File: src/common/dprc_pkg.sv
// Shared constants and types for the debug probe reset and link control.
package dprc_pkg;
   // Core clock and millisecond time base.
   localparam int CLK_PERIOD_NS = 10;
   localparam int MS_NS = 1000000;
   localparam int CYCLES_PER_MS = MS_NS / CLK_PERIOD_NS;
   // Test clock half period, rounded up to whole core cycles.
   localparam int TCK_HALF_NS = 500;
   localparam int TCK_HALF_CYCLES =
      (TCK_HALF_NS + CLK_PERIOD_NS - 1) / CLK_PERIOD_NS;
   // Test mode select high edges that force the TAP into reset.
   localparam int TMS_RESET_EDGES = 5;
   // Protocol switching sequence: ones, a 16-bit pattern, ones again.
   localparam int SWITCH_ONES = 56;
   localparam int SWITCH_PAT_BITS = 16;
   localparam int SWITCH_TOTAL = 2 * SWITCH_ONES + SWITCH_PAT_BITS;
   localparam logic [15:0] SWITCH_SEQ_STD = 16'he79e;
   localparam logic [15:0] SWITCH_SEQ_LEGACY = 16'hb76d;
   // Width of the millisecond settings and of the trace bit timer.
   localparam int MS_W = 16;
   localparam int BAUD_W = 16;
   localparam int TRACE_BITS = 8;

   typedef enum logic [2:0] {
      RST_SYS = 3'h0,
      RST_TAP = 3'h1,
      RST_BOTH = 3'h2,
      RST_SOFT = 3'h3,
      RST_CORE_REG = 3'h4
   } dprc_rst_type_t;

   typedef enum logic [1:0] {
      DRV_STRONG = 2'h0,
      DRV_WEAK = 2'h1,
      DRV_OFF = 2'h2
   } dprc_drive_t;
endpackage : dprc_pkg

File: src/common/dprc_trace_if.sv
// Link between the reset controller and the single-wire trace receiver.
`timescale 1ns/100ps
`default_nettype none
interface dprc_trace_if;
   import dprc_pkg::*;
   logic nrz_mode;
   logic [BAUD_W-1:0] baud_div;
   logic [TRACE_BITS-1:0] data;
   logic valid;
   logic frame_err;
   logic [BAUD_W-1:0] bit_period;
   modport rx (input nrz_mode, baud_div,
      output data, valid, frame_err, bit_period);
   modport ctl (output nrz_mode, baud_div,
      input data, valid, frame_err, bit_period);
endinterface : dprc_trace_if
`default_nettype wire

File: src/hdl/dprc_trace_rx.sv
// Single-wire trace receiver for Manchester and NRZ streams.
`timescale 1ns/100ps
`default_nettype none
module dprc_trace_rx
   import dprc_pkg::*;
(
   // Clock and reset.
   input wire logic sys_clk,
   input wire logic reset,
   // Trace line from the target.
   input wire logic single_wire_trace_out_i,
   // Configuration and decoded data.
   dprc_trace_if.rx tr
);
   typedef enum logic [3:0] {
      T_IDLE = 4'b0001,
      T_MEAS = 4'b0010,
      T_BITS = 4'b0100,
      T_STOP = 4'b1000
   } dprc_trx_state_t;

   dprc_trx_state_t state_reg;
   logic sync1_reg, sync2_reg, prev_reg;
   logic [BAUD_W-1:0] timer_reg, width_reg, period_reg, auto_reg;
   logic [3:0] bit_cnt_reg;
   logic [TRACE_BITS-1:0] shift_reg;
   logic [BAUD_W-1:0] period_now;

   // Two flip-flops before the line is looked at.
   always_ff @(posedge sys_clk)
   begin
      if (reset)
      begin
         sync1_reg <= 1'b0;
         sync2_reg <= 1'b0;
         prev_reg <= 1'b0;
      end
      else
      begin
         sync1_reg <= single_wire_trace_out_i;
         sync2_reg <= sync1_reg;
         prev_reg <= sync2_reg;
      end
   end

   // A zero baud setting falls back to the learned bit time.
   always_comb
   begin
      if (!tr.nrz_mode)
         period_now = {width_reg[BAUD_W-2:0], 1'b0};
      else if (tr.baud_div != '0)
         period_now = tr.baud_div;
      else
         period_now = (auto_reg != '0) ? auto_reg : width_reg;
   end

   always_ff @(posedge sys_clk)
   begin
      if (reset)
      begin
         state_reg <= T_IDLE;
         timer_reg <= '0;
         width_reg <= '0;
         period_reg <= '0;
         auto_reg <= '0;
         bit_cnt_reg <= 4'h0;
         shift_reg <= '0;
         tr.data <= '0;
         tr.valid <= 1'b0;
         tr.frame_err <= 1'b0;
      end
      else
      begin
         tr.valid <= 1'b0;
         tr.frame_err <= 1'b0;
         case (state_reg)
            T_IDLE:
            begin
               // NRZ start is a falling edge, Manchester start a rise.
               if (prev_reg != sync2_reg && sync2_reg != tr.nrz_mode)
               begin
                  width_reg <= 16'h0001;
                  state_reg <= T_MEAS;
               end
            end
            T_MEAS:
            begin
               if (sync2_reg == tr.nrz_mode)
               begin
                  period_reg <= period_now;
                  if (tr.nrz_mode && tr.baud_div == '0 && auto_reg == '0)
                     auto_reg <= width_reg;
                  timer_reg <= tr.nrz_mode ? (period_now >> 1) :
                     period_now + (period_now >> 2);
                  bit_cnt_reg <= 4'h0;
                  state_reg <= T_BITS;
               end
               else if (width_reg != '1)
                  width_reg <= width_reg + 16'h0001;
            end
            T_BITS:
            begin
               if (timer_reg == '0)
               begin
                  shift_reg <= {sync2_reg, shift_reg[TRACE_BITS-1:1]};
                  timer_reg <= period_reg - 16'h0001;
                  bit_cnt_reg <= bit_cnt_reg + 4'h1;
                  if (bit_cnt_reg == 4'(TRACE_BITS - 1))
                     state_reg <= T_STOP;
               end
               else
                  timer_reg <= timer_reg - 16'h0001;
            end
            T_STOP:
            begin
               if (timer_reg == '0 || !tr.nrz_mode)
               begin
                  tr.data <= shift_reg;
                  tr.valid <= 1'b1;
                  tr.frame_err <= tr.nrz_mode && !sync2_reg;
                  state_reg <= T_IDLE;
               end
               else
                  timer_reg <= timer_reg - 16'h0001;
            end
            default:
               state_reg <= T_IDLE;
         endcase
      end
   end

   assign tr.bit_period = period_reg;
endmodule : dprc_trace_rx
`default_nettype wire

File: src/hdl/dprc_reset_ctrl.sv
// Probe-side target reset, protocol selection and trace receive control.
//
// Functional notes
// - System type pulls the target system reset low; encoding zero is default.
// - TAP type pulls only the TAP reset line low.
// - Combined type pulls both reset lines low together.
// - Soft type asserts no line; asks debug engine for supervisor and vector.
// - Core-register type asks debug engine to write the core reset register.
// - TAP reset on connect resets the TAP at every connection.
// - System reset on connect asserts system reset for first device only.
// - Lines are held low together for the longer of their enabled millisecond hold times.
// - After release, wait the longer of the enabled system and TAP millisecond delays.
// - TAP reset delay is its own millisecond setting, used alone when only TAP is reset.
// - Optional TMS stepping resets the TAP besides the TAP reset line.
// - If allowed, extend target-initiated reset until setup ends; else never.
// - Latching allowed means TAP reset is done while system reset held.
// - Inactive level is driven strong, weak or not at all.
// - Active level is driven strong, weak or not at all.
// - Interface mode picks JTAG or serial wire debug.
// - Switching sequence is sent before connecting when enabled.
// - Legacy option sends the older switching pattern instead.
// - Trace receiver decodes Manchester or NRZ data.
// - NRZ uses programmed baud; zero means detect the rate automatically.
`timescale 1ns/100ps
`default_nettype none
module dprc_reset_ctrl
   import dprc_pkg::*;
#(
   parameter int MS_CYCLES = CYCLES_PER_MS
)
(
   // Clock and reset.
   input wire logic sys_clk,
   input wire logic reset,
   // Requests and handshake with the debug engine.
   input wire logic connect_req,
   input wire logic first_connect,
   input wire logic reset_req,
   input wire logic debug_op_done,
   output logic soft_reset_req,
   output logic core_reg_reset_req,
   output logic busy,
   output logic post_reset_done,
   // Reset configuration.
   input wire logic [2:0] reset_type,
   input wire logic tap_reset_on_connect,
   input wire logic sys_reset_on_connect,
   input wire logic [MS_W-1:0] sys_hold_ms,
   input wire logic [MS_W-1:0] sys_delay_ms,
   input wire logic [MS_W-1:0] tap_hold_ms,
   input wire logic [MS_W-1:0] tap_delay_ms,
   input wire logic tap_reset_by_tms,
   input wire logic allow_reset_extend,
   input wire logic allow_reset_latch,
   input wire logic [1:0] sys_high_mode,
   input wire logic [1:0] sys_low_mode,
   input wire logic [1:0] tap_high_mode,
   input wire logic [1:0] tap_low_mode,
   // Protocol configuration.
   input wire logic iface_swd,
   input wire logic protocol_switch_en,
   input wire logic protocol_switch_legacy,
   output logic protocol_is_swd,
   // Trace configuration and data.
   input wire logic trace_nrz_mode,
   input wire logic [BAUD_W-1:0] trace_baud_div,
   output logic [TRACE_BITS-1:0] trace_data,
   output logic trace_valid,
   output logic trace_frame_err,
   output logic [BAUD_W-1:0] trace_bit_period,
   // Target reset pins.
   input wire logic target_system_reset_n_i,
   output logic target_system_reset_n_o,
   output logic target_system_reset_n_oe,
   output logic target_system_reset_weak,
   output logic tap_reset_n_o,
   output logic tap_reset_n_oe,
   output logic tap_reset_weak,
   // Debug link pins.
   output logic link_clk_o,
   output logic link_tms_o,
   output logic link_tms_oe,
   input wire logic single_wire_trace_out_i
);
   typedef enum logic [6:0] {
      S_IDLE = 7'b000_0001,
      S_SWITCH = 7'b000_0010,
      S_HOLD = 7'b000_0100,
      S_TMS = 7'b000_1000,
      S_DELAY = 7'b001_0000,
      S_CORE = 7'b010_0000,
      S_DONE = 7'b100_0000
   } dprc_state_t;

   dprc_state_t state_reg, state_next;
   logic want_sys_reg, want_sys_next;
   logic want_tap_reg, want_tap_next;
   logic want_tms_reg, want_tms_next;
   logic ext_reg, ext_next;
   logic soft_reg, soft_next;
   logic srst_sync1_reg, srst_sync2_reg;
   logic [1:0] echo_reg;
   logic [31:0] ms_pre_reg;
   logic [MS_W-1:0] ms_cnt_reg;
   logic [7:0] tck_div_reg;
   logic tck_reg, tms_reg;
   logic [7:0] bit_cnt_reg;
   logic tck_run, tck_toggle, tck_rise, tck_fall;
   logic ms_tick, load_hold, load_delay;
   logic drive_sys, drive_tap;
   logic [1:0] sys_pin, tap_pin;
   logic ext_go;

   dprc_trace_if trace_link ();

   // Pick the longer of two enabled millisecond settings.
   function automatic logic [MS_W-1:0] longer_ms(
      input logic a_en,
      input logic [MS_W-1:0] a,
      input logic b_en,
      input logic [MS_W-1:0] b);
      logic [MS_W-1:0] av, bv;
      av = a_en ? a : '0;
      bv = b_en ? b : '0;
      return (av > bv) ? av : bv;
   endfunction : longer_ms

   // Map a drive mode to {enable, weak}.
   function automatic logic [1:0] pin_drive(input logic [1:0] mode);
      return {mode != DRV_OFF, mode == DRV_WEAK};
   endfunction : pin_drive

   // Switching sequence bit for a given position.
   function automatic logic switch_bit(
      input logic [7:0] idx,
      input logic legacy);
      logic [15:0] pat;
      pat = legacy ? SWITCH_SEQ_LEGACY : SWITCH_SEQ_STD;
      if (idx < 8'(SWITCH_ONES) ||
         idx >= 8'(SWITCH_ONES + SWITCH_PAT_BITS))
         return 1'b1;
      return pat[4'(idx - 8'(SWITCH_ONES))];
   endfunction : switch_bit

   // Target system reset level passes two flip-flops.
   always_ff @(posedge sys_clk)
   begin
      echo_reg <= {echo_reg[0], !target_system_reset_n_o};
      if (reset)
      begin
         srst_sync1_reg <= 1'b1;
         srst_sync2_reg <= 1'b1;
      end
      else
      begin
         srst_sync1_reg <= target_system_reset_n_i;
         srst_sync2_reg <= srst_sync1_reg;
      end
   end

   assign ext_go = !srst_sync2_reg && echo_reg == '0 &&
      allow_reset_extend;

   // Sequencing of connect, reset and post-reset setup.
   always_comb
   begin
      state_next = state_reg;
      want_sys_next = want_sys_reg;
      want_tap_next = want_tap_reg;
      want_tms_next = want_tms_reg;
      ext_next = ext_reg;
      soft_next = soft_reg;
      load_hold = 1'b0;
      load_delay = 1'b0;
      case (state_reg)
         S_IDLE:
         begin
            if (connect_req)
            begin
               want_sys_next = sys_reset_on_connect && first_connect;
               want_tap_next = tap_reset_on_connect ||
                  (allow_reset_latch && sys_reset_on_connect &&
                  first_connect);
               want_tms_next = tap_reset_by_tms && want_tap_next;
               ext_next = 1'b0;
               if (protocol_switch_en)
                  state_next = S_SWITCH;
               else if (want_sys_next || want_tap_next)
               begin
                  state_next = S_HOLD;
                  load_hold = 1'b1;
               end
               else
                  state_next = S_DONE;
            end
            else if (reset_req)
            begin
               ext_next = 1'b0;
               want_sys_next = reset_type == RST_SYS ||
                  reset_type == RST_BOTH;
               want_tap_next = reset_type == RST_TAP ||
                  reset_type == RST_BOTH ||
                  (allow_reset_latch && want_sys_next);
               want_tms_next = tap_reset_by_tms && want_tap_next;
               soft_next = reset_type == RST_SOFT;
               if (reset_type == RST_SOFT || reset_type == RST_CORE_REG)
               begin
                  want_sys_next = 1'b0;
                  want_tap_next = 1'b0;
                  want_tms_next = 1'b0;
                  state_next = S_CORE;
               end
               else
               begin
                  state_next = S_HOLD;
                  load_hold = 1'b1;
               end
            end
            else if (ext_go)
            begin
               ext_next = 1'b1;
               want_sys_next = 1'b1;
               want_tap_next = allow_reset_latch;
               want_tms_next = allow_reset_latch && tap_reset_by_tms;
               state_next = S_HOLD;
               load_hold = 1'b1;
            end
         end
         S_SWITCH:
         begin
            if (tck_rise && bit_cnt_reg == 8'(SWITCH_TOTAL - 1))
            begin
               if (want_sys_reg || want_tap_reg)
               begin
                  state_next = S_HOLD;
                  load_hold = 1'b1;
               end
               else
                  state_next = S_DONE;
            end
         end
         S_HOLD:
         begin
            if (ms_cnt_reg == '0)
            begin
               if (want_tms_reg)
                  state_next = S_TMS;
               else
               begin
                  state_next = S_DELAY;
                  load_delay = 1'b1;
               end
            end
         end
         S_TMS:
         begin
            if (tck_rise && bit_cnt_reg == 8'(TMS_RESET_EDGES - 1))
            begin
               state_next = S_DELAY;
               load_delay = 1'b1;
            end
         end
         S_DELAY:
         begin
            if (ms_cnt_reg == '0)
               state_next = S_DONE;
         end
         S_CORE:
         begin
            if (debug_op_done)
               state_next = S_DONE;
         end
         S_DONE:
            state_next = S_IDLE;
         default:
            state_next = S_IDLE;
      endcase
   end

   always_ff @(posedge sys_clk)
   begin
      if (reset)
      begin
         state_reg <= S_IDLE;
         want_sys_reg <= 1'b0;
         want_tap_reg <= 1'b0;
         want_tms_reg <= 1'b0;
         ext_reg <= 1'b0;
         soft_reg <= 1'b0;
      end
      else
      begin
         state_reg <= state_next;
         want_sys_reg <= want_sys_next;
         want_tap_reg <= want_tap_next;
         want_tms_reg <= want_tms_next;
         ext_reg <= ext_next;
         soft_reg <= soft_next;
      end
   end

   // Millisecond timer for hold times and post-reset delays.
   assign ms_tick = ms_pre_reg == 32'(MS_CYCLES - 1);

   always_ff @(posedge sys_clk)
   begin
      if (reset)
      begin
         ms_pre_reg <= '0;
         ms_cnt_reg <= '0;
      end
      else if (load_hold)
      begin
         ms_pre_reg <= '0;
         ms_cnt_reg <= longer_ms(want_sys_next, sys_hold_ms,
            want_tap_next, tap_hold_ms);
      end
      else if (load_delay)
      begin
         ms_pre_reg <= '0;
         ms_cnt_reg <= longer_ms(want_sys_reg, sys_delay_ms,
            want_tap_reg, tap_delay_ms);
      end
      else if (ms_cnt_reg != '0)
      begin
         ms_pre_reg <= ms_tick ? '0 : ms_pre_reg + 32'd1;
         if (ms_tick)
            ms_cnt_reg <= ms_cnt_reg - 16'h0001;
      end
   end

   // Test clock generation and TMS shifting.
   assign tck_run = state_reg == S_SWITCH || state_reg == S_TMS;
   assign tck_toggle = tck_run && tck_div_reg == 8'(TCK_HALF_CYCLES - 1);
   assign tck_rise = tck_toggle && !tck_reg;
   assign tck_fall = tck_toggle && tck_reg;

   always_ff @(posedge sys_clk)
   begin
      if (reset)
      begin
         tck_div_reg <= '0;
         tck_reg <= 1'b0;
      end
      else if (!tck_run)
      begin
         tck_div_reg <= '0;
         tck_reg <= 1'b0;
      end
      else
      begin
         tck_div_reg <= tck_toggle ? '0 : tck_div_reg + 8'd1;
         if (tck_toggle)
            tck_reg <= !tck_reg;
      end
   end

   always_ff @(posedge sys_clk)
   begin
      if (reset)
      begin
         bit_cnt_reg <= '0;
         tms_reg <= 1'b1;
      end
      else if (!tck_run)
      begin
         bit_cnt_reg <= '0;
         tms_reg <= 1'b1;
      end
      else
      begin
         if (tck_rise)
            bit_cnt_reg <= bit_cnt_reg + 8'd1;
         if (tck_fall && state_reg == S_SWITCH)
            tms_reg <= switch_bit(bit_cnt_reg, protocol_switch_legacy);
      end
   end

   // Reset line levels and drive modes.
   assign drive_sys = want_sys_reg && (state_reg == S_HOLD ||
      (ext_reg && (state_reg == S_TMS || state_reg == S_DELAY)));
   assign drive_tap = want_tap_reg && state_reg == S_HOLD;
   assign sys_pin = pin_drive(drive_sys ? sys_low_mode : sys_high_mode);
   assign tap_pin = pin_drive(drive_tap ? tap_low_mode : tap_high_mode);

   always_ff @(posedge sys_clk)
   begin
      if (reset)
      begin
         target_system_reset_n_o <= 1'b1;
         target_system_reset_n_oe <= 1'b0;
         target_system_reset_weak <= 1'b0;
         tap_reset_n_o <= 1'b1;
         tap_reset_n_oe <= 1'b0;
         tap_reset_weak <= 1'b0;
      end
      else
      begin
         target_system_reset_n_o <= !drive_sys;
         target_system_reset_n_oe <= sys_pin[1];
         target_system_reset_weak <= sys_pin[0];
         tap_reset_n_o <= !drive_tap;
         tap_reset_n_oe <= tap_pin[1];
         tap_reset_weak <= tap_pin[0];
      end
   end

   // Protocol selection and status.
   always_ff @(posedge sys_clk)
   begin
      if (reset)
         protocol_is_swd <= 1'b0;
      else if (state_reg == S_IDLE)
         protocol_is_swd <= iface_swd;
   end

   assign link_clk_o = tck_reg;
   assign link_tms_o = tms_reg;
   assign link_tms_oe = 1'b1;
   assign soft_reset_req = state_reg == S_CORE && soft_reg;
   assign core_reg_reset_req = state_reg == S_CORE && !soft_reg;
   assign busy = state_reg != S_IDLE;
   assign post_reset_done = state_reg == S_DONE;

   // Trace receiver.
   assign trace_link.nrz_mode = trace_nrz_mode;
   assign trace_link.baud_div = trace_baud_div;
   assign trace_data = trace_link.data;
   assign trace_valid = trace_link.valid;
   assign trace_frame_err = trace_link.frame_err;
   assign trace_bit_period = trace_link.bit_period;

   dprc_trace_rx u_trace_rx (
      .sys_clk(sys_clk),
      .reset(reset),
      .single_wire_trace_out_i(single_wire_trace_out_i),
      .tr(trace_link.rx)
   );
endmodule : dprc_reset_ctrl
`default_nettype wire

File: config.mk
export PLATFORM = sky130hd
export DESIGN_NAME = dprc_reset_ctrl
export DESIGN_NICKNAME = d
export VERILOG_FILES = /design/src/common/dprc_pkg.sv /design/src/common/dprc_trace_if.sv /design/src/hdl/dprc_trace_rx.sv /design/src/hdl/dprc_reset_ctrl.sv
export SDC_FILE = /design/constraint.sdc
export NUM_CORES = 1
export LEC_CHECK = 0
export BUFFER_PORTS_ARGS = -buffer_cell sky130_fd_sc_hd__clkbuf_2
export CAP_MARGIN = 20
export CORE_MARGIN = 1.5
export CORE_UTILIZATION = 45
export CTS_CLUSTER_SIZE = 25
export DETAILED_ROUTE_END_ITERATION = 16
export PLACE_DENSITY = 0.69
export SLEW_MARGIN = 20
export SYNTH_ARGS = -nofsm -noshare
export SYNTH_HDL_FRONTEND = slang
export SYNTH_SLANG_ARGS = --single-unit
File: constraint.sdc
create_clock -name sys_clk -period 5.25 [get_ports sys_clk]
set_input_delay 0.7875 -clock sys_clk [delete_from_list [all_inputs] [get_ports sys_clk]]
set_output_delay 0.7875 -clock sys_clk [all_outputs]
set_load 0.01 [all_outputs]
-- After elaboration in Yosys (flattened, before gate mapping)
Index checks and enable logic that the tools add are counted.
- bitwise operators: 4
- reduce and logical (&&, ||, !) cells: 76
- equality and inequality tests: 43
- magnitude comparators: 5
- add/sub/neg operators: 10
- muxes and demuxes: 88
- operator list (kind ; number):
    $mux W16 ; 20
    $mux W7 ; 11
    $logic_not A16 Y1 ; 4
    $pmux W16 S3 ; 1
    $reduce_bool A16 Y1 ; 3
    $sub A16 B1 Y16 const B ; 3
    $pmux W7 S6 ; 1
    $mux W1 ; 36
    $add A32 B1 Y32 const B ; 1
    $eq A32 B17 Y1 const B ; 1
    $gt A16 B16 Y1 ; 2
    $mux W32 ; 1
    $pmux W16 S2 ; 1
    $mux W4 ; 7
    $logic_and A1 B1 Y1 ; 24
    $ne A2 B2 Y1 const B ; 9
    $add A16 B1 Y16 const B ; 1
    $add A16 B14 Y16 ; 1
    $add A8 B1 Y8 const B ; 2
    $ne A16 B16 Y1 const B ; 1
    $pmux W4 S4 ; 1
    $mux W15 ; 1
    $logic_or A1 B1 Y1 ; 12
    $ne A2 B1 Y1 const B ; 6
    other kinds (46) ; 76
- register bits: 182
- output and inout port bits: 40

-- Longest topological paths before layout
Gate-level depths: netlist of the first run.
- depth after elaboration: 12
- mapped depth: 23
- gate-level depth less buffers: 19

-- Modules after synthesis
A second synthesis of the first run with hierarchy kept.
- cell total of the unflattened synthesis: 1531
- area total of the unflattened synthesis: 12097.9 µm²
- by module, submodules not included (module ; area an instance (µm²) ; times used ; cells an instance ; sequential area each (µm²)):
    dprc_reset_ctrl ; 6208.5 ; 1 ; 784 ; 1781.7
    dprc_trace_rx ; 5889.4 ; 1 ; 747 ; 1861.8

-- Worst setup path before layout of the first run
No wires, ideal clock.
- path kind: register -> register
- start: register state_reg[4]
- end: register ms_cnt_reg[8]
- path buffers: 3
- setup slack: 856 ps
- required time: 5117 ps
- data arrival time: 4261 ps
- setup time: 133 ps
- stages on the path, launching flop included: 23
- clock period less this slack: 4394 ps
- cell sequence: dfxtp_1 -> nor3_1 -> nand2_1 -> nor3b_2 -> clkinv_1 -> nor2b_1 -> a2bb2oi_1 -> clkbuf_1 -> nand2_1 -> inv_1 -> ha_1 -> nor2b_1 -> o21a_1 -> o21ai_0 -> a211o_1 -> o21ai_0 -> a211oi_1 -> nor2_1 -> clkbuf_1 -> clkbuf_1 -> nor2_1 -> o21ai_0 -> a31oi_1
- longest elaborated chain between the ends: 9
- RTL lines (element ; line ; RTL):
    start, declared ; dprc_reset_ctrl.sv:95 ; dprc_state_t state_reg, state_next;
    start signal, assigned ; dprc_reset_ctrl.sv:293 ; state_reg <= state_next;
    parallel branches: the longest is 9 deep, another holds $gt A16 B16 Y1 ; -- ;
    end signal, assigned ; dprc_reset_ctrl.sv:315 ; ms_cnt_reg <= longer_ms(want_sys_next, sys_hold_ms,
    end signal, assigned ; dprc_reset_ctrl.sv:321 ; ms_cnt_reg <= longer_ms(want_sys_reg, sys_delay_ms,
    end signal, assigned ; dprc_reset_ctrl.sv:328 ; ms_cnt_reg <= ms_cnt_reg - 16'h0001;
    end, declared ; dprc_reset_ctrl.sv:104 ; logic [MS_W-1:0] ms_cnt_reg;
Parallel ways; which one is timed is not known.
A chain may end at the register's enable or synchronous reset.

-- Final worst setup path of the first run
- start: register state_reg[4]
- end: register ms_cnt_reg[1]
Same word-level chain as after synthesis.

==> results.md, run 1 <==
Synth:
- The area share of and/or/nand/nor cells after synthesis is 0.304.
- Of the synthesized area, sequential elements account for 0.319.
- The fraction of registers with async set/reset is 0.
- Of the total synthesized cell area, the portion taken by full adders, half adders and majority gates is 0.0658.
- In this run, synthesis inferred 0 flip-flops with an integrated enable.
- The cell with the most instances after synthesis is sky130_fd_sc_hd__nor2_1.
- The synthesized design spends more area on one cell type than any other, namely sky130_fd_sc_hd__dfxtp_1.
- The number of storage elements in the synthesis netlist is roughly 180.
- The compound-cell area share of the yosys netlist was 0.179.
- After synthesis, the largest family of logic cells by area is simple AND/OR/NAND/NOR gates.
- The cell area after synthesis is 11400 um^2.
- The proportion of netlist area held by the largest area contributor is 0.319.
- Counting every instance in the synthesized netlist gives 1528.
- The dominant register cell in the synthesized netlist is sky130_fd_sc_hd__dfxtp_1.
- Of the total synthesized cell area, the portion taken by XOR and XNOR cells is 0.0783.
- When the netlist entered floorplanning its net count stood at 1696.
- The synthesized netlist contains 74 unique library cells.
- The number of warnings printed during yosys synthesis is 0.
- The commonest cells after synthesis are sky130_fd_sc_hd__nor2_1, sky130_fd_sc_hd__nand2_1, sky130_fd_sc_hd__dfxtp_1.
- The post-synthesis mux area share is 0.0119.
- Sorting the synthesized cells by area gives the leading types as sky130_fd_sc_hd__dfxtp_1, sky130_fd_sc_hd__nor2_1, sky130_fd_sc_hd__ha_1.
- Each instance of the synthesized netlist takes up on average 7.47 um^2.

Critical path:
- The critical path ends at ms_cnt_reg[1].
- The first element of the critical path is state_reg[4].
- The startpoint kind of the worst setup timing path is a flop.
- The worst reg2reg path depth is 20.
- For the worst setup path, the data arrival time is 5020 ps.
- The element type at the critical path end is a flop.
- In this run the critical register-to-register path is captured at ms_cnt_reg[1].
- Setup slack on the worst reg-to-reg path comes out at 510 ps.
- The worst endpoint required time is 5530 ps.
- The type of the worst setup path is flop to flop.
- The startpoint of the worst register-to-register path is state_reg[4].
- The maximum fanout along the worst path is 30.

Routing:
- The DRC marker count from the first detailed-route iteration is 895.
- The amount of wire on met2 after detailed routing is 15.4 mm.
- In the routed layout, each cell is associated on average with a via count of between 5 and 6.
- The wire length the detailed router placed on met1 is around 14 mm.
- The length of routed met3 wiring is 1.73 mm.
- For this block, the via count after detailed routing is 11339.
- The remaining routing DRC violations is 0.
- Wires add up to roughly 32 mm.
- The highest metal layer carrying signal wires in the routed design is met4.
- The detailed-router iteration count before antenna repair is 6.
- The routed wirelength normalized by instance count is 16.0 um.
- Once detail routing completed, the nets flagged for antenna violations numbered 0.

Layout:
- The register with the most flip-flops in the layout has 32 of them.
- The final cell count without fillers is 1980.
- From synthesis to final layout, the design area changed by 13.6%.
- The total number of nets in the final design is 1805.
- The utilization after layout is 0.518.
- The layout cell share with drive strength beyond 1 is 0.135.
- Fill cells in the final layout number around 2500.
- The final antenna diode count is 0.

Timing:
- The worst max-slew margin expressed relative to the limit is 0.324.
- The actual transition at the worst max-transition pin is 1010 ps.
- The top achievable clock speed is roughly 0.21 GHz.
- The number of slew-limit violations in the final report is 0.
- Setup violations remaining at the end of the flow were counted as 0.
- Of the available clock period, the critical path in the final layout requires 0.903.
- The hold violation count in the final report is 0.
- Setup repair after global routing left no endpoint under its margin.
- Across all hold checks on the routed design, the worst slack comes to 355 ps.
- The final critical-path required period is 4740 ps.
- In the final timing run, aggregate negative setup slack is 0 ps.
- The worst setup skew after layout is 14.0 ps.

Clock network:
- The H-tree depth reported by CTS is 4.
- After clock tree synthesis, the flow added hold-fix buffers numbering 0.
- The TritonCTS sink count is 182.
- The number of buffers on the longest clock path is 2.
- After clock tree synthesis, the clock-pin slew on the worst setup and hold paths is 80 ps.
- In this run, CTS created clock tree buffers numbering 17.
- Clock tree synthesis selected as its root buffer the cell sky130_fd_sc_hd__clkbuf_16.
- The insertion delay to the later sink of the worst-skew pair is around 440 ps.
- Buffers added to address setup during post-CTS repair amount to 0.
- After clock tree synthesis, the repair step resized 0 gates.
- TritonCTS built the clock tree.

Power and ir drop:
- The internal portion of the total power is 2.90 mW.
- The reported net switching power is 1.94 mW.
- For this design the ratio of total power to cell area is ~370 nW/um^2.
- The portion of total power attributed to sequential cells is 0.329.
- Of the total power, the share spent switching nets is 0.400.
- The share of total power dissipated in the clock network is 0.258.
- The worst-case IR drop observed on VDD is 209 uV.
- The leakage power summed over all cells is around 5.2 nW.
- The share of power burned in combinational logic is 0.413.

Global routing:
- The number of antenna violations at the first check in global routing is 0.
- The first global-routing pass estimated 52.0 mm of wire.
- The global routing usage summed across all routing layers is 0.244.
- Entering global routing, the biggest net connects 76 pins.
- The number of global-route vias before repair is 10576.
- The total overflow left after global routing is 0.

Place:
- The routability congestion estimate is 0.943.
- Detailed placement ended at an HPWL of 24.1 mm.
- In this run the tool buffered the top-level ports with 146 buffer cells.
- Counting tap cells, the placed design contains a total of a little under 2000 instances.

Die:
- From left edge to right edge, the die measures 162 um.
- The initial utilization of the core area, before any placement, comes to 0.456.
- The die covers 26300 um^2.
- The core region is 25000 um^2.
- The total I/O pin count is 148.
- From bottom edge to top edge, the die measures 162 um.
- The initialized floorplan defines a little under 60 standard-cell rows.

Flow run:
- Max-cap violations in this run came to 0.

Hold path:
- The class of the tightest hold or removal check is flop to flop.

Status:
- The run finished with clean final reports.
## layout by cell type, fill, tap and decap left out, types with 6 or more instances in the layout
cell type / netlist / routed
sky130_fd_sc_hd__clkbuf_2: 0 / 145
sky130_fd_sc_hd__and2_1: 32 / 32
sky130_fd_sc_hd__nor3b_1: 9 / 9
sky130_fd_sc_hd__a21o_1: 11 / 11
sky130_fd_sc_hd__o211ai_1: 12 / 12
sky130_fd_sc_hd__or2_2: 9 / 9
sky130_fd_sc_hd__buf_4: 2 / 18
sky130_fd_sc_hd__xnor2_1: 41 / 41
sky130_fd_sc_hd__mux2i_1: 8 / 8
sky130_fd_sc_hd__inv_1: 48 / 48
sky130_fd_sc_hd__dfxtp_1: 182 / 182
sky130_fd_sc_hd__nand2b_1: 11 / 11
sky130_fd_sc_hd__a21oi_1: 137 / 137
sky130_fd_sc_hd__ha_1: 60 / 60
sky130_fd_sc_hd__a211oi_1: 19 / 19
sky130_fd_sc_hd__or3_1: 24 / 24
sky130_fd_sc_hd__nand2_1: 194 / 194
sky130_fd_sc_hd__nor2_1: 217 / 217
sky130_fd_sc_hd__a311oi_1: 11 / 11
sky130_fd_sc_hd__nand4_1: 29 / 29
sky130_fd_sc_hd__a31oi_1: 9 / 9
sky130_fd_sc_hd__o21a_1: 15 / 15
sky130_fd_sc_hd__xor2_1: 61 / 61
sky130_fd_sc_hd__o21ai_0: 66 / 66
sky130_fd_sc_hd__nor4_1: 24 / 24
sky130_fd_sc_hd__nor3_1: 44 / 43
sky130_fd_sc_hd__a221oi_1: 6 / 6
sky130_fd_sc_hd__clkbuf_16: 0 / 17
sky130_fd_sc_hd__or4_1: 10 / 10
sky130_fd_sc_hd__nand3_1: 49 / 49
sky130_fd_sc_hd__nor4b_1: 6 / 6
sky130_fd_sc_hd__and3_1: 15 / 15
sky130_fd_sc_hd__nor2b_1: 15 / 15
## cell type report
| class | count | area (um^2) | area share |
|---|---|---|---|
| multi-input cells | 1224 | 7300 | 0.563 |
| flip-flops and latches | 182 | 3640 | 0.281 |
| repair buffers | 163 | 861 | 0.0664 |
| clock buffers | 18 | 439 | 0.0339 |
| well taps | 330 | 413 | 0.0318 |
| inverters | 49 | 184 | 0.0142 |
| clock inverters | 14 | 131 | 0.0101 |
## power by group through the flow
stage | Sequential, mW | Clock (mW) | Combinational [mW]
after detailed placement | 1.62 | 0 | 1.97
after global placement | 1.61 | 0 | 1.95
after CTS | 1.59 | 1.27 | 1.99
final | 1.59 | 1.25 | 1.99
after global routing | 1.61 | 1.33 | 2.24
after floorplan | 1.57 | 0 | 1.54
## stage by stage
| step | area (um^2) | worst slack, ps | total power, mW |
|---|---|---|---|
| floorplan | 11400 | 856 | 3.10 |
| global placement | 12400 | 517 | 3.57 |
| detailed placement | 12400 | 461 | 3.59 |
| CTS | 13000 | 569 | 4.85 |
| global route | 13000 | 0.931 | 5.18 |
| finish | 13000 | 510 | 4.83 |
## cell families (layout without fill, tap and decap cells)
logic type / Yosys count / count (layout)
buf+inv: 122 / 244
fa+ha+maj: 60 / 60
simple gates: 716 / 716
flops: 182 / 182
other cells: 1 / 1
mux: 13 / 13
compound gates: 332 / 332
xor+xnor: 102 / 102
## metal layers
layer	vias to the layer above	GRT usage
li1	5605	-
met1	5316	0.308
met2	358	0.422
met3	60	0.0398
met4	0	0.0834
met5	-	0
## worst max-delay path: stages, from the launching register on
cell and delay, ps:
sky130_fd_sc_hd__dfxtp_1 370, sky130_fd_sc_hd__nor3_1 480, sky130_fd_sc_hd__nand2_1 160, sky130_fd_sc_hd__nor3b_2 430
sky130_fd_sc_hd__clkinv_1 160, sky130_fd_sc_hd__nor2b_1 260, sky130_fd_sc_hd__o22a_1 400, sky130_fd_sc_hd__buf_4 240
sky130_fd_sc_hd__nand2_1 90, sky130_fd_sc_hd__ha_1 290, sky130_fd_sc_hd__a21o_1 160, sky130_fd_sc_hd__a21oi_1 140
sky130_fd_sc_hd__nor2b_1 50, sky130_fd_sc_hd__o21ai_0 150, sky130_fd_sc_hd__a21oi_1 110, sky130_fd_sc_hd__a211oi_1 220
sky130_fd_sc_hd__nor2_1 70, sky130_fd_sc_hd__buf_4 220, sky130_fd_sc_hd__mux2i_1 160, sky130_fd_sc_hd__a221oi_1 340
sky130_fd_sc_hd__a211oi_1 90
## worst min-delay path by stage
stage / endpoint / from / depth (start not counted) / slack (ps)
6_report: echo_reg[1] / echo_reg[0] / 0 / 350
5_1_grt: echo_reg[1] / echo_reg[0] / 0 / 370
4_1_cts: echo_reg[1] / echo_reg[0] / 0 / 360
3_5_place_dp: echo_reg[1] / echo_reg[0] / 0 / 340
3_3_place_gp: echo_reg[1] / echo_reg[0] / 0 / 340
2_1_floorplan: echo_reg[1] / echo_reg[0] / 0 / 330
(Power assumes the default switching activity.)
==> inputs of run 2 (changes only) <==
Settings changed: CORE_UTILIZATION 45 to 35, PLACE_DENSITY 0.69 to 0.57.
Clock period 5.25 ns to 5.45 ns, I/O delays scaled along.
==> results.md, run 2 (synthesis gave the netlist of run 1 again) <==
Status:
- The flow ran to the end, and the final reports show no timing, DRC or antenna violations.

Routing:
- The remaining routing DRC violations is 0 (unchanged).
- The remaining number of nets flagged by the antenna check after routing is 0 (unchanged).
- The detailed-router iteration count before antenna repair is 5 (-1).
- The total wire length is 33.4 mm (+5.0%).
- The DRC marker count from the first detailed-route iteration came to 827 (-7.6%).
- The average via count per standard cell came to 5.32 (-7.2%).
- The vias after detailed routing is 11064 (-2.4%).
- The routed wirelength normalized by instance count is 16.0 um (about the same).

Hold path:
- The destination of the worst hold path is echo_reg[1].
- The number of stages on the worst hold path was 0 (unchanged).
- The class of the tightest hold or removal check is flop to flop.
- In this run the most critical hold path is launched from echo_reg[0].

Layout:
- The final cell count without fillers is 2081 (+5.1%).
- The layout cell share with drive strength beyond 1 was 0.134 (-0.00149).
- The final antenna diode count is 0 (unchanged).
- The total number of nets in the final design is 1801 (-0.22%).
- The leading cell type in the layout, fill and taps excluded is sky130_fd_sc_hd__nor2_1.
- The area growth from synthesis to layout is 14.9%.
- Leaving out fill and tap cells, the most frequent cells in the layout are sky130_fd_sc_hd__nor2_1, sky130_fd_sc_hd__nand2_1, sky130_fd_sc_hd__dfxtp_1.
- The flip-flop count of the largest register, all copies and words added came to 32 (unchanged).

Power and ir drop:
- The power per cell area is 361 nW/um^2 (-3.0%).
- The total power of the final layout came to 4.74 mW (-1.9%).
- The largest voltage drop on the vdd net is 279 uV (+34%).
- The leakage power summed over all cells is 5.19 nW (-0.11%).

Clock network:
- The register clock-pin slew on the reported worst setup and hold paths was 80 ps (about the same).
- TritonCTS built the clock tree.
- The number of buffers inserted by post-CTS setup repair was 0 (unchanged).
- The number of gates given a new drive strength after cts was 0 (unchanged).
- Clock tree synthesis selected as its root buffer the cell sky130_fd_sc_hd__clkbuf_16.
- The number of buffers on the longest clock path was 2 (unchanged).
- The insertion delay to the later sink of the worst-skew pair is 450 ps (about the same).
- The number of buffers created by CTS came to 17 (unchanged).
- The number of buffers added to fix hold violations after cts came to 0 (unchanged).
- The H-tree depth reported by CTS is 4 (unchanged).
- The TritonCTS sink count came to 182 (unchanged).

Critical path:
- The worst endpoint required time came to 5810 ps (+280 ps).
- The worst-case register-to-register setup slack came to 570 ps (+60 ps).
- The worst reg2reg path depth is 20 (unchanged).
- The element type at the critical path end is a flop.
- The startpoint of the worst register-to-register path is state_reg[4].
- The maximum fanout along the worst path is 30 (unchanged).
- By startpoint and endpoint, the worst setup path is classified as flop to flop.
- The reg-to-reg critical path endpoint is ms_cnt_reg[1].
- The startpoint kind of the worst setup timing path is a flop.
- The data arrival time at the worst-slack endpoint was 5230 ps (+210 ps).

Die:
- The area of the core is 31800 um^2 (+27%).
- The y dimension of the die is 184 um (+13%).
- The area of the die was 33700 um^2 (+28%).
- The width of the chip is 184 um (+13%).
- The initial core utilization is 0.359 (-0.0970).
- The total I/O pin count was 148 (unchanged).
- The number of placement rows is 65 (+12%).

Timing:
- The worst setup skew after layout is 14.6 ps (+0.579 ps).
- The final critical-path required period is 4880 ps (+135 ps).
- The number of slew-limit violations in the final report is 0 (unchanged).
- The top achievable clock speed is 0.205 GHz (-2.8%).
- The final total negative setup slack is 0 ps (unchanged).
- The actual transition at the worst max-transition pin is 1070 ps (+60.6 ps).
- The final worst setup slack came to 574 ps (+64.7 ps).
- The share of the clock period used by the worst path after layout was 0.895 (-0.00830).
- The number of setup violations in the final report was 0 (unchanged).
- Setup repair after global routing left no endpoint under its margin.
- The worst max-slew margin expressed relative to the limit is 0.283 (-0.0406).
- The hold violation count in the final report was 0 (unchanged).

Place:
- The worst slack at placement is 546 ps (+85.7 ps).
- The count of placed standard cells including taps is 2049 (+5.2%).
- The half-perimeter wire length after detailed placement was 25.6 mm (+6.1%).
- The number of buffers inserted by port buffering is 146 (unchanged).
- The routability congestion estimate is 0.915 (-3.0%).

Global routing:
- The total congestion overflow is 0 (unchanged).
- The global routing usage summed across all routing layers was 0.201 (-0.0436).
- The pin count of the biggest net entering global routing is 83 (+9.2%).
- The number of antenna violations at the first check in global routing is 0 (unchanged).
- The number of global-route vias before repair is 10337 (-2.3%).
- The wire length of the first global-routing pass is 53.9 mm (+3.7%).

Flow run:
- The reported max-cap violation count is 0 (unchanged).
## run 2: metal layers
layer	GRT usage	vias up	wire length [um]
li1	-	5595	-
met1	0.264	5137	15500
met2	0.337	285	15600
met3	0.0281	47	1540
met4	0.0639	0	664
met5	0	-	0
## run 2: worst max-delay path: stages (launching register included)
cell and delay [ps]:
sky130_fd_sc_hd__dfxtp_1 370, sky130_fd_sc_hd__nor3_1 480, sky130_fd_sc_hd__nand2_1 160, sky130_fd_sc_hd__nor3b_2 430, sky130_fd_sc_hd__clkinv_1 380, sky130_fd_sc_hd__nor2b_1 320
sky130_fd_sc_hd__o22a_1 210, sky130_fd_sc_hd__buf_4 220, sky130_fd_sc_hd__nand2_1 100, sky130_fd_sc_hd__ha_1 290, sky130_fd_sc_hd__nor2b_1 130, sky130_fd_sc_hd__o21a_1 110
sky130_fd_sc_hd__o21ai_0 70, sky130_fd_sc_hd__a211o_1 260, sky130_fd_sc_hd__o21ai_0 150, sky130_fd_sc_hd__a211oi_1 90, sky130_fd_sc_hd__nor2_1 100, sky130_fd_sc_hd__buf_4 270
sky130_fd_sc_hd__mux2i_1 270, sky130_fd_sc_hd__a221oi_1 110, sky130_fd_sc_hd__a211oi_1 240
## run 2: worst max-delay path by stage
stage / startpoint / endpoint / depth (start not counted)
floorplan: state_reg[4] / ms_cnt_reg[8] / 22
global placement: trace_baud_div[2] / u_trace_rx.timer_reg[11] / 16
detailed placement: trace_baud_div[2] / u_trace_rx.timer_reg[11] / 16
CTS: state_reg[4] / ms_cnt_reg[1] / 20
global route: state_reg[4] / ms_cnt_reg[1] / 20
finish: state_reg[4] / ms_cnt_reg[1] / 20
## run 2: where the power goes
part	leakage [nW]	internal, mW	switching, mW
registers	1.47	1.41	0.115
logic	3.43	0.748	1.17
clock network	0.289	0.703	0.594
## run 2: through the flow
step	utilization	cell area [um^2]	hold slack, ps
4_1_cts	0.412	13100	378
3_5_place_dp	0.393	12500	350
5_1_grt	0.413	13100	383
2_1_floorplan	-	11400	332
3_3_place_gp	0.393	12500	336
6_report	0.413	13100	369
## run 2: cell type report
cell class / instances / area (um^2)
Multi-Input combinational cell: 1224 / 7320
Sequential cell: 182 / 3640
Fill cell: 3335 / 18700
Timing Repair Buffer: 159 / 831
Clock inverter: 13 / 159
Tap cell: 435 / 544
Clock buffer: 19 / 443
Inverter: 49 / 184
